**src/rtl/ext_bus_cfg.svh**
```systemverilog
/*
  constants for the external bus block: register offsets, field positions,
  reset values, window limits and state timing.
  assumes a 25 MHz clock and a 32-bit classic wishbone register port.
*/
// What this block does
// - mode pins size the external window; 10 prohibited; ram at FF00H-FFFFH
// - full expansion: big-ram variant external to FBFFH, ram FC00H; other to FEFFH
// - low port carries muxed address/data, high port upper address, with strobes
// - high-port pins not needed as address stay general-purpose in 4K and 16K
// - bus-mode field in low three bits must be zero on romless variants
// - on-chip ram decoded only while ram enable is 1, else external in full expansion
// - ram enable survives ordinary reset; undefined after power-on
// - bus state advances once every three oscillator clocks
// - read and write cycles take three states; opcode fetch takes four
// - no wait states: every cycle runs its fixed length
// - fetch reads memory in states one to three, decodes in four
// - fetch holds upper address byte from start of state one to end of four
// - low address byte driven only in state one, then bus released
// - latch strobe pulses in state one of every machine cycle
// - fetch read strobe low from mid state one to start of state four
// - data read: read strobe low from mid state one to start of state three
// - write data driven states two and three; write strobe mid one to start three
// - internal cycles keep strobes high but emit latch strobe and address
// - port output in full expansion emits a write strobe pulse during the next core cycle, if written while idle
// - eprom range field limits eprom to 0FFFH, 1FFFH, 3FFFH or 7FFFH
// - stop or reset returns eprom range to largest: 32K or 16K
// - mask-rom variants ignore writes to the eprom range field
`ifndef EXT_BUS_CFG_SVH
`define EXT_BUS_CFG_SVH

// ==========================================
// register map (byte addresses)
`define ADDR_MEM_MAP 8'h00
`define ADDR_STATUS 8'h04
`define ADDR_PORT_OUT 8'h08

// ==========================================
// memory map control fields
`define BUS_MODE_LSB 0
`define RAM_EN_BIT 3
`define EPROM_RANGE_LSB 5
`define EPROM_32K 3'h0
`define EPROM_16K 3'h1
`define EPROM_8K 3'h3
`define EPROM_4K 3'h7

// ==========================================
// address limits
`define LIM_4K 16'h0FFF
`define LIM_16K 16'h3FFF
`define LIM_FULL_BIG 16'hFBFF
`define LIM_FULL_SMALL 16'hFEFF
`define RAM_BASE_SMALL 16'hFF00
`define RAM_BASE_BIG 16'hFC00

// ==========================================
// timing
`define OSC_PER_STATE 2'd3
`define STATES_FETCH 3'd4
`define STATES_DATA 3'd3
`define CLK_PERIOD_NS 40

`endif

```
**src/rtl/ext_bus_pkg.sv**
```systemverilog
/*
  types for the external bus block.
  assumes ext_bus_cfg.svh holds the numeric constants.
*/
package ext_bus_pkg;
  // ==========================================
  // window selected by the mode pins
  typedef enum logic [3:0] {
    WIN_4K = 4'b0001,
    WIN_16K = 4'b0010,
    WIN_BAD = 4'b0100,
    WIN_FULL = 4'b1000
  } window_type;

  // ==========================================
  // machine cycle kinds
  typedef enum logic [3:0] {
    CYC_IDLE = 4'b0001,
    CYC_FETCH = 4'b0010,
    CYC_READ = 4'b0100,
    CYC_WRITE = 4'b1000
  } cycle_type;
endpackage

```
**src/rtl/ext_bus.sv**
```systemverilog
/*
  external bus controller: mode-pin windows, on-chip ram/eprom decode,
  multiplexed address/data bus with latch, read and write strobes,
  and a wishbone slave for the memory mapping register.
  assumes the core raises req_i for one clock while ready_o is high.
*/
// The Wishbone slave port and the register offsets are this design's own decisions.
`timescale 1ns/100ps
`include "ext_bus_cfg.svh"

module ext_bus #(
  parameter bit BIG_RAM = 1'b1,
  parameter bit HAS_EPROM = 1'b1,
  parameter bit BIG_EPROM = 1'b1
) (
  // clock and reset
  input wire logic clk_i,
  input wire logic rst_i,
  input wire logic stop_i,
  // mode pins
  input wire logic window_select_pin_low_i,
  input wire logic window_select_pin_high_i,
  // wishbone slave
  input wire logic cyc_i,
  input wire logic stb_i,
  input wire logic we_i,
  input wire logic [7:0] adr_i,
  input wire logic [3:0] sel_i,
  input wire logic [31:0] dat_i,
  output logic [31:0] dat_o,
  output logic ack_o,
  // core request
  input wire logic req_i,
  input wire ext_bus_pkg::cycle_type kind_i,
  input wire logic [15:0] addr_i,
  input wire logic [7:0] wdata_i,
  output logic ready_o,
  output logic [7:0] rdata_o,
  output logic rvalid_o,
  output logic internal_o,
  // low bus port
  input wire logic [7:0] low_bus_port_i,
  output logic [7:0] low_bus_port_o,
  output logic [7:0] low_bus_port_oe_o,
  // high address port
  input wire logic [7:0] high_address_port_i,
  output logic [7:0] high_address_port_o,
  output logic [7:0] high_address_port_oe_o,
  // strobes
  output logic ale_o,
  output logic rd_n_o,
  output logic wr_n_o
);

  // ==========================================
  // window decode
  wire logic [1:0] pins = {window_select_pin_high_i, window_select_pin_low_i};
  ext_bus_pkg::window_type win;
  assign win = (pins == 2'b00) ? ext_bus_pkg::WIN_4K :
               (pins == 2'b01) ? ext_bus_pkg::WIN_16K :
               (pins == 2'b10) ? ext_bus_pkg::WIN_BAD : ext_bus_pkg::WIN_FULL;

  logic [2:0] bus_mode_r;
  logic ram_en_r;
  logic [2:0] eprom_range_r;
  logic [7:0] gpio_out_r;
  logic [7:0] gpio_oe_r;
  logic port_wr_r;

  wire logic [15:0] ram_base = (win == ext_bus_pkg::WIN_FULL && BIG_RAM) ?
                               `RAM_BASE_BIG : `RAM_BASE_SMALL;
  wire logic [15:0] ext_lim = (win == ext_bus_pkg::WIN_4K) ? `LIM_4K :
                              (win == ext_bus_pkg::WIN_16K) ? `LIM_16K :
                              BIG_RAM ? `LIM_FULL_BIG : `LIM_FULL_SMALL;

  function automatic logic [15:0] eprom_lim(input logic [2:0] code);
    case (code)
      `EPROM_32K: eprom_lim = `LIM_16K | 16'h4000;
      `EPROM_16K: eprom_lim = `LIM_16K;
      `EPROM_8K: eprom_lim = 16'h1FFF;
      default: eprom_lim = `LIM_4K;
    endcase
  endfunction

  // on-chip resources pre-empt the external cycle
  wire logic in_ram = ram_en_r && (addr_i >= ram_base);
  wire logic in_eprom = HAS_EPROM && (addr_i <= eprom_lim(eprom_range_r));
  // in full expansion the ram area falls through to the bus once the ram enable is cleared
  wire logic ram_to_ext = (win == ext_bus_pkg::WIN_FULL) && !ram_en_r &&
                          (addr_i >= ram_base);
  wire logic in_ext = !in_ram && !in_eprom && ((addr_i <= ext_lim) || ram_to_ext) &&
                      (win != ext_bus_pkg::WIN_BAD);
  // no port instruction check: the mode-bits zero assumption holds
  wire logic bus_mode_ok = (bus_mode_r == 3'h0);

  // ==========================================
  // state sequencer
  ext_bus_pkg::cycle_type cyc_r;
  logic ext_r;
  logic [1:0] osc_r;
  logic [2:0] st_r;
  logic [15:0] adr_r;
  logic [7:0] wd_r;
  logic busy_r;

  wire logic last_osc = (osc_r == `OSC_PER_STATE - 2'd1);
  wire logic [2:0] n_states = (cyc_r == ext_bus_pkg::CYC_FETCH) ?
                              `STATES_FETCH : `STATES_DATA;
  wire logic cyc_done = busy_r && last_osc && (st_r == n_states);
  wire logic mid_t1 = (st_r == 3'd1) && (osc_r != 2'd0);
  assign ready_o = !busy_r;
  assign internal_o = busy_r && !ext_r;

  always_ff @(posedge clk_i)
  begin
    if (rst_i)
    begin
      busy_r <= 1'b0;
      osc_r <= 2'd0;
      st_r <= 3'd1;
      cyc_r <= ext_bus_pkg::CYC_IDLE;
      ext_r <= 1'b0;
      adr_r <= 16'h0000;
      wd_r <= 8'h00;
    end
    else if (!busy_r)
    begin
      if (req_i)
      begin
        busy_r <= 1'b1;
        osc_r <= 2'd0;
        st_r <= 3'd1;
        cyc_r <= kind_i;
        ext_r <= (in_ext && kind_i != ext_bus_pkg::CYC_IDLE) ||
                 (port_wr_r && win == ext_bus_pkg::WIN_FULL);
        adr_r <= addr_i;
        wd_r <= wdata_i;
      end
    end
    else
    begin
      osc_r <= last_osc ? 2'd0 : osc_r + 2'd1;
      if (last_osc)
        st_r <= cyc_done ? 3'd1 : st_r + 3'd1;
      if (cyc_done)
        busy_r <= 1'b0;
    end
  end

  // ==========================================
  // pin timing
  wire logic is_rd = ext_r && (cyc_r == ext_bus_pkg::CYC_READ ||
                               cyc_r == ext_bus_pkg::CYC_FETCH);
  wire logic is_wr = ext_r && (cyc_r == ext_bus_pkg::CYC_WRITE ||
                               (port_wr_r && win == ext_bus_pkg::WIN_FULL));
  wire logic rd_end = (cyc_r == ext_bus_pkg::CYC_FETCH) ? (st_r == 3'd4) : (st_r == 3'd3);
  wire logic rd_low = busy_r && is_rd && (mid_t1 || (st_r > 3'd1 && !rd_end));
  wire logic wr_low = busy_r && is_wr && (mid_t1 || st_r == 3'd2);
  wire logic drive_low_adr = busy_r && (st_r == 3'd1);
  wire logic drive_wd = busy_r && is_wr && (st_r >= 3'd2);
  // sample read data at the last clock before the strobe rises
  wire logic sample = busy_r && is_rd && last_osc &&
                      (st_r == ((cyc_r == ext_bus_pkg::CYC_FETCH) ? 3'd3 : 3'd2));

  // high-port pins that carry address in each window
  wire logic [7:0] adr_mask = (win == ext_bus_pkg::WIN_4K) ? 8'h0F :
                              (win == ext_bus_pkg::WIN_16K) ? 8'h3F : 8'hFF;

  always_ff @(posedge clk_i)
  begin
    if (rst_i)
    begin
      ale_o <= 1'b0;
      rd_n_o <= 1'b1;
      wr_n_o <= 1'b1;
      low_bus_port_o <= 8'h00;
      low_bus_port_oe_o <= 8'h00;
      high_address_port_o <= 8'h00;
      high_address_port_oe_o <= 8'h00;
      rdata_o <= 8'h00;
      rvalid_o <= 1'b0;
    end
    else
    begin
      ale_o <= busy_r && (st_r == 3'd1) && (osc_r != 2'd2);
      rd_n_o <= !rd_low;
      wr_n_o <= !wr_low;
      low_bus_port_o <= drive_low_adr ? adr_r[7:0] : wd_r;
      low_bus_port_oe_o <= (drive_low_adr || drive_wd) ? 8'hFF : 8'h00;
      high_address_port_o <= (busy_r ? adr_r[15:8] : 8'h00) & adr_mask |
                             gpio_out_r & ~adr_mask;
      high_address_port_oe_o <= (busy_r ? adr_mask : 8'h00) | (gpio_oe_r & ~adr_mask);
      rvalid_o <= sample;
      if (sample)
        rdata_o <= low_bus_port_i;
    end
  end

  // ==========================================
  // wishbone register slave, one wait cycle
  wire logic hit = cyc_i && stb_i && !ack_o;
  wire logic wr_mm = hit && we_i && sel_i[0] && adr_i == `ADDR_MEM_MAP;
  wire logic wr_port = hit && we_i && sel_i[0] && adr_i == `ADDR_PORT_OUT;
  wire logic [2:0] eprom_reset = BIG_EPROM ? `EPROM_32K : `EPROM_16K;
  wire logic [7:0] mm_view = {eprom_range_r, 1'b0, ram_en_r, bus_mode_r};
  wire logic [31:0] rd_mux = (adr_i == `ADDR_MEM_MAP) ? {24'h000000, mm_view} :
                             (adr_i == `ADDR_STATUS) ?
                             {16'h0000, high_address_port_i, 3'h0, bus_mode_ok,
                              win} :
                             (adr_i == `ADDR_PORT_OUT) ? {16'h0000, gpio_oe_r, gpio_out_r} :
                             32'h00000000;

  always_ff @(posedge clk_i)
  begin
    ack_o <= !rst_i && hit;
    dat_o <= rst_i ? 32'h00000000 : rd_mux;
    // held until the running or next core cycle ends at cyc_done, strobe or not; a new write wins
    port_wr_r <= !rst_i && ((wr_port && (win == ext_bus_pkg::WIN_FULL)) ||
                            (port_wr_r && !cyc_done));
    if (rst_i || stop_i)
      eprom_range_r <= eprom_reset;
    else if (wr_mm && HAS_EPROM)
    begin
      if (dat_i[7:5] == `EPROM_32K && !BIG_EPROM)
        eprom_range_r <= eprom_range_r;
      else if (dat_i[7:5] == `EPROM_32K || dat_i[7:5] == `EPROM_16K ||
               dat_i[7:5] == `EPROM_8K || dat_i[7:5] == `EPROM_4K)
        eprom_range_r <= dat_i[7:5];
    end
    if (rst_i)
    begin
      bus_mode_r <= 3'h0;
      gpio_out_r <= 8'h00;
      gpio_oe_r <= 8'h00;
    end
    else
    begin
      if (wr_mm)
        bus_mode_r <= dat_i[2:0];
      if (wr_port)
        gpio_out_r <= dat_i[7:0];
      if (wr_port && sel_i[1])
        gpio_oe_r <= dat_i[15:8];
    end
    // reset does not touch the ram enable
    if (wr_mm)
      ram_en_r <= dat_i[`RAM_EN_BIT];
  end

endmodule

```
**config.mk**
```make
export PLATFORM = sky130hd
export DESIGN_NAME = ext_bus
export DESIGN_NICKNAME = d
export VERILOG_FILES = /design/src/rtl/ext_bus_pkg.sv /design/src/rtl/ext_bus.sv
export VERILOG_INCLUDE_DIRS = /design/src /design/src/rtl
export SDC_FILE = /design/constraint.sdc
export NUM_CORES = 1
export LEC_CHECK = 0
export BUFFER_PORTS_ARGS = -buffer_cell sky130_fd_sc_hd__buf_2
export CORE_MARGIN = 2
export CORE_UTILIZATION = 24
export CTS_CLUSTER_DIAMETER = 200
export DETAILED_ROUTE_END_ITERATION = 7
export SYNTH_ARGS = -nofsm -noshare
export SYNTH_HDL_FRONTEND = slang
export SYNTH_SLANG_ARGS = --single-unit
```
**constraint.sdc**
```tcl
create_clock -name clk_i -period 2.6 [get_ports clk_i]
set_input_delay 0.13 -clock clk_i [delete_from_list [all_inputs] [get_ports clk_i]]
set_output_delay 0.13 -clock clk_i [all_outputs]
set_load 0.01 [all_outputs]
```
* Word level (Yosys, flattened, before mapping)
Cells that the tools add are included.
** Cells by class
- Add/subtract/negate cells :: 2
- $lt $le $gt $ge :: 5
- Eq/ne operators :: 26
- Mux-type cells :: 29
- Bitwise gates (word level) :: 7
- Reduce and logical (&&, ||, !) cells :: 70
** Operators with widths (count)
- two-way mux 16 bit :: 4
- two-way mux 8 bit :: 7
- case mux 15 bit (3 select lines) :: 1
- logical AND 1 bit :: 35
- less-or-equal comparator 16 bit :: 2
- AND 8 bit :: 3
- greater-or-equal comparator 16 bit :: 1
- bitwise OR 8 bit :: 2
- two-way mux 3 bit :: 5
- == test 3 x 2 -> 1 bit, second input constant :: 4
- logical OR 1 bit :: 12
- two-way mux 4 bit :: 3
- logical NOT 1 bit :: 11
- two-way mux 10 bit :: 1
- == test 3 x 1 -> 1 bit, second input constant :: 3
- logical NOT 3 bit :: 3
- == test 4 x 2 -> 1 bit, second input constant :: 2
- == test 4 bit, second input constant :: 2
- == test 8 x 3 -> 1 bit, second input constant :: 1
- == test 8 x 4 -> 1 bit, second input constant :: 1
- logical NOT 8 bit :: 1
- NOT 8 bit :: 1
- == test 3 bit, second input constant :: 2
- two-way mux 2 bit :: 3
- 21 further kinds :: 29
** Storage, ports and cells
- Bits in registers :: 136
- Output and inout bits :: 79

* Longest topological paths before layout
- Depth after elaboration :: 14
- Mapped depth :: 8

* Worst setup path after synthesis
Ideal clock, no wire load.
- Path type :: register -> register
- Start point :: register eprom_range_r[2]
- End point :: register ext_r
- Arrival :: 1.907 ns
- Data required time :: 2.525 ns
- Path slack :: 0.619 ns
- Cell stages (with the launch flop) :: 8
- Buffers on the path :: 0
- Clock period less this slack :: 1.981 ns
- Cell sequence :: dfxtp_1 or2_2 ha_1 a21o_1 a211oi_1 or4_1 a221o_1 o22ai_1
** Between the ends
- Word-level cells in the longest chain between the ends :: 9
- Elaborated cells between the ends (all ways) :: 11
** RTL lines
- from (decl) :: RTL line ext_bus.sv:65 : logic [2:0] eprom_range_r;
- from (signal assigned) :: RTL line ext_bus.sv:221 : eprom_range_r <= eprom_reset;
- from (signal assigned) :: RTL line ext_bus.sv:225 : eprom_range_r <= eprom_range_r;
- from (signal assigned) :: RTL line ext_bus.sv:228 : eprom_range_r <= dat_i[7:5];
- == test 3 x 2 -> 1 bit, or another cell as far along :: RTL line ext_bus.sv:77 : case (code)
- case mux 15 bit (3 select lines) (*) :: RTL line ext_bus.sv:77
- less-or-equal comparator 16 bit (*) :: RTL line ext_bus.sv:87 : wire logic in_eprom = HAS_EPROM && (addr_i <= eprom_lim(eprom_range_r));
- logical NOT 1 bit (*) :: RTL line ext_bus.sv:91 : wire logic in_ext = !in_ram && !in_eprom && ((addr_i <= ext_lim) || ram_to_ext) &&
- logical AND 1 bit (*) (3 in series) :: RTL line ext_bus.sv:91
- logical AND 1 bit (*) :: RTL line ext_bus.sv:134 : ext_r <= (in_ext && kind_i != ext_bus_pkg::CYC_IDLE) ||
- logical OR 1 bit (*) :: RTL line ext_bus.sv:134
- to (signal assigned) :: RTL line ext_bus.sv:134
- to (decl) :: RTL line ext_bus.sv:99 : logic ext_r;
Every way passes the cells marked *; elsewhere a longest branch is shown, timed or not.
A chain may end at the register's enable or synchronous reset.

* Final worst setup path
Same ends and word-level chain as after synthesis.

==> flow_results.org <==
** Power
- LEAKAGE :: 2.85 nW
- Maximum VDD drop :: 0.000309 V
- For this design the ratio of total power to cell area is 573 nW/um^2.
- Total power :: 3.48 mW

** Global route
- Initial antenna violation count :: 1
- Vias in the first global route :: 3,825
- First-pass GRT wire length :: 19,700 um
- Maximum number of pins on one net before global-route repair :: 37
- Overflow after GRT :: 0
- Tot GR Track Use :: 0.124

** Job
- Total of max-cap violations :: 0

** Timing
- Portion of the clock cycle consumed by the worst path in the final layout :: 0.810
- Skew final :: 0.00859 ns
- Setup TNS :: 0 ns
- The number of pins with negative max-slew slack in the final report is 0.
- The worst pin sits at a relative slew slack of 0.547.
- Setup repair after global routing left no endpoint under its margin.
- Setup-violating endpoint count in the final report :: 0
- Max frequency :: 475 MHz
- Time the worst path needs with I/O delays and setup :: 2.11 ns
- Final hold violation count :: 0
- Transition time at the pin with the least slew margin :: 0.678 ns

** Critical path
- STA classifies the critical path endpoint as a flip-flop.
- The largest single stage delay on the critical path is 0.49 ns.
- Startpoint type of the worst setup path :: flip-flop
- Among all stages on the critical path, the largest delay is contributed by or4_1.
- Crit path max fanout :: 6
- Grouping stages by cell kind, the critical path spends the most delay in simple AND/OR/NAND/NOR gates.
- At the worst endpoint, the required time is 2.89 ns.
- At the worst endpoint, the arrival time is 2.40 ns.
- Reg-to-reg critical path startpoint :: eprom_range_r[2]$_SDFFE_PP0P_
- R2r setup slk :: 0.49 ns
- Start-to-end type of the worst setup path :: flip-flop to flip-flop
- Measured in cells, the most critical reg-to-reg path has a length of 7.
- Cells along the critical path :: or2_2 -> ha_1 -> a21o_1 -> a211oi_1 -> or4_1 -> a221o_1 -> o22ai_1
- Number of buffer and inverter stages on the critical path :: 0
- Endpoint of the lowest-slack register-to-register path :: ext_r$_SDFFE_PP0P_

** Clock network
- Sinks on Clock Net :: 110
- CTS tree :: built
- Clock Tree Buf Depth :: 2
- Once the clock tree was built, the setup fixing pass inserted 0 buffers.
- The clock reaches the later pin of the worst-skew pair after 0.36 ns.
- Clock Pin Slew Worst Setup and Hold Paths :: 0.08 ns
- TritonCTS Buffers :: 9
- The H-tree was split into 3 levels.
- In this run the clock root is driven by a clkbuf_16.

** Place
- Placed Instances :: 902
- Final HPWL from detailed placement :: 9240 um
- Summing all placed instances gives a cell area of 5530 um^2.
- Routability-driven placement finished with a final weighted congestion of 0.792.
- Number of port buffers :: 141

** Yosys
- Counting instances in the post-synthesis netlist gives the leading cell types as dfxtp_1 (109), nor2_1 (75), nand2_1 (74), a21oi_1 (51), mux2i_1 (41).
- Distinct cell type count after synthesis :: 49
- Top cells by area in the synthesized netlist :: dfxtp_1 (47%), mux2i_1 (8.8%), nor2_1 (6.0%)
- Sequential share of the synthesized area :: 0.474
- After technology mapping, the gate count stands at 530.
- Fraction of post-synthesis cell area in the top cell type by area :: 0.468
- In this run the mean area of a mapped cell was 8.80 um^2.
- After synthesis, the share of flip-flops with an asynchronous set or reset is 0.
- Cell type with the largest total area after synthesis :: dfxtp_1
- EDFF count, synth :: 1
- The most used flip-flop cell after synthesis is dfxtp_1.
- Area of the mapped netlist :: 4660 um^2
- Yosys printed 0 warnings.
- Most frequent cell after synthesis :: dfxtp_1
- Post-synthesis register bit count :: 110

** Hold path
- End point of the worst hold path :: dat_o[8]$_SDFF_PP0_
- Counting instances, the worst hold path has a depth of 3.
- Path class of the lowest-slack min-delay path :: input port to flip-flop
- Worst hold path startpoint :: high_address_port_i[0]

** Floorplan
- Die area :: 20,600 um^2
- Pin placement for this block handled 176 I/O pins.
- Number of rows in the core area :: 50
- Initial core utilization :: 0.247
- From left edge to right edge, the die measures 143 um.
- Die Ht :: 143 um
- The core region is 18,900 um^2.

** Detailed routing
- Number of remaining DRC errors :: 0
- Total Wirelength :: 12,800 um
- Before antenna repair, the detailed router went through 4 iterations.
- Count of antenna-violating nets left after detailed routing :: 0
- Using the TritonRoute via totals, the vias-per-cell ratio works out to 4.34.
- The final route contains 4,092 vias.
- In this run, the number of DRC markers left after iteration 0 of detailed routing was 243.
- Dividing the detail-routed wire length by the instance count gives 13.6 um.

** Final layout
- Counting the fill cells in the layout gives 2,017.
- The repair_antennas step left the layout with diodes totalling 0.
- After the last flow step, the layout net total stands at 788.
- Compared with the post-synthesis result, the final layout area differs by 30.1%.
- Area of all placed cells without fillers :: 6070 um^2
- Proportion of layout cells with a drive suffix above 1 :: 0.264
- Fin cells :: 943
- Once layout is complete, the utilization of the core stands at 0.321.

** Outcome
- The flow ran to the end, and the final reports show no timing, DRC or antenna violations.
==> state kept, by name, summed over array words and instances, names as in the netlist, 2 cells and up <==
register	cells
rdata_o	8
low_bus_port_o	8
high_address_port_oe_o	5
gpio_out_r	8
bus_mode_r	3
adr_r	16
cyc_r	4
eprom_range_r	3
high_address_port_o	8
gpio_oe_r	8
wd_r	8
osc_r	2
dat_o	16
st_r	3
==> metrics by stage <==
stage	hold slack, ns	worst slack, ns
CTS	0.000473	0.487
floorplan	0.229	0.619
global route	0.00651	0.417
finish	0.0123	0.493
global placement	0.351	0.509
detailed placement	0.347	0.510
==> power by group <==
group | total (mW) | internal [mW] | switching [mW]
sequential | 1.76 | 1.73 | 0.0274
clock | 1.37 | 0.675 | 0.697
combinational | 0.351 | 0.151 | 0.200
==> cell usage in the layout, fill, tap and decap left out, types with 2 or more instances in the layout <==
cell,netlist,final
a31oi_1,2,2
or3_1,3,3
clkbuf_16,0,9
inv_1,11,11
and4_1,2,2
nor4_1,3,3
a22oi_1,11,11
nand3b_1,4,4
nor2_1,75,75
nand3_1,5,5
nor3_1,10,10
a211oi_1,6,6
inv_8,0,3
nand4b_1,2,2
nor2b_1,5,4
dfxtp_1,109,109
ha_1,13,13
dlygate4sd3_1,0,25
buf_4,27,11
conb_1,1,16
nor4b_1,2,2
buf_2,0,141
nand2_1,74,74
mux2i_1,41,41
a21oi_1,51,51
o21ai_0,8,8
and3_1,2,2
nand4_1,5,5
and2_1,5,5
or2_2,3,3
a21o_1,2,2
==> worst min-delay path: stages <==
cell and delay [ns]:
buf_2 0.08, a22oi_1 0.05, nor2_1 0.08
==> how the worst max path moves through the flow <==
| stage | from | endpoint | slack [ns] | cells after the start |
|---|---|---|---|---|
| 5_1_grt | eprom_range_r[2]$_SDFFE_PP0P_ | ext_r$_SDFFE_PP0P_ | 0.42 | 7 |
| 3_5_place_dp | eprom_range_r[2]$_SDFFE_PP0P_ | ext_r$_SDFFE_PP0P_ | 0.51 | 7 |
| 6_report | eprom_range_r[2]$_SDFFE_PP0P_ | ext_r$_SDFFE_PP0P_ | 0.49 | 7 |
| 4_1_cts | eprom_range_r[2]$_SDFFE_PP0P_ | ext_r$_SDFFE_PP0P_ | 0.49 | 7 |
| 2_1_floorplan | eprom_range_r[2]$_SDFFE_PP0P_ | ext_r$_SDFFE_PP0P_ | 0.62 | 7 |
| 3_3_place_gp | eprom_range_r[2]$_SDFFE_PP0P_ | ext_r$_SDFFE_PP0P_ | 0.51 | 7 |
==> routing by layer <==
metal	share of wire	global-route usage	wire length [um]	vias to the layer above
met5	0.0010	0	13	-
met4	0.019	0.0521	249	2
met3	0.063	0.0317	804	18
met2	0.46	0.197	5890	113
met1	0.46	0.160	5830	1895
li1	-	-	-	2064
==> cells by family (layout without fill, tap and decap cells) <==
kind of cell	count (synthesis)	count (layout)	synth area share
DFF	110	110	0.474
xor gates and xnor gates	2	2	0.00376
adders and majority gates	13	13	0.0349
other	1	16	0.000804
and+or+nand+nor	210	210	0.213
muxes	41	41	0.0880
AOI/OAI and AO/OA	87	87	0.110
buffers and inverters	66	204	0.0748
==> area by class of cell <==
type / count / area [um^2] / share of cell area
clock inverter: 7 / 63.8 / 0.0105
timing repair buffer: 177 / 1040 / 0.171
clock buffer: 9 / 225 / 0.0371
inverter: 11 / 41.3 / 0.00680
multi-input combinational: 369 / 2160 / 0.356
tap: 260 / 325 / 0.0536
sequential: 110 / 2210 / 0.365
==> repair_timing <==
item | 4_1_cts | 5_1_grt
hold endpoints to repair | 25 | 0
hold buffers | 25 | 0
resized for setup | 0 | 0
Note: power is estimated with default switching activity, not from simulation.
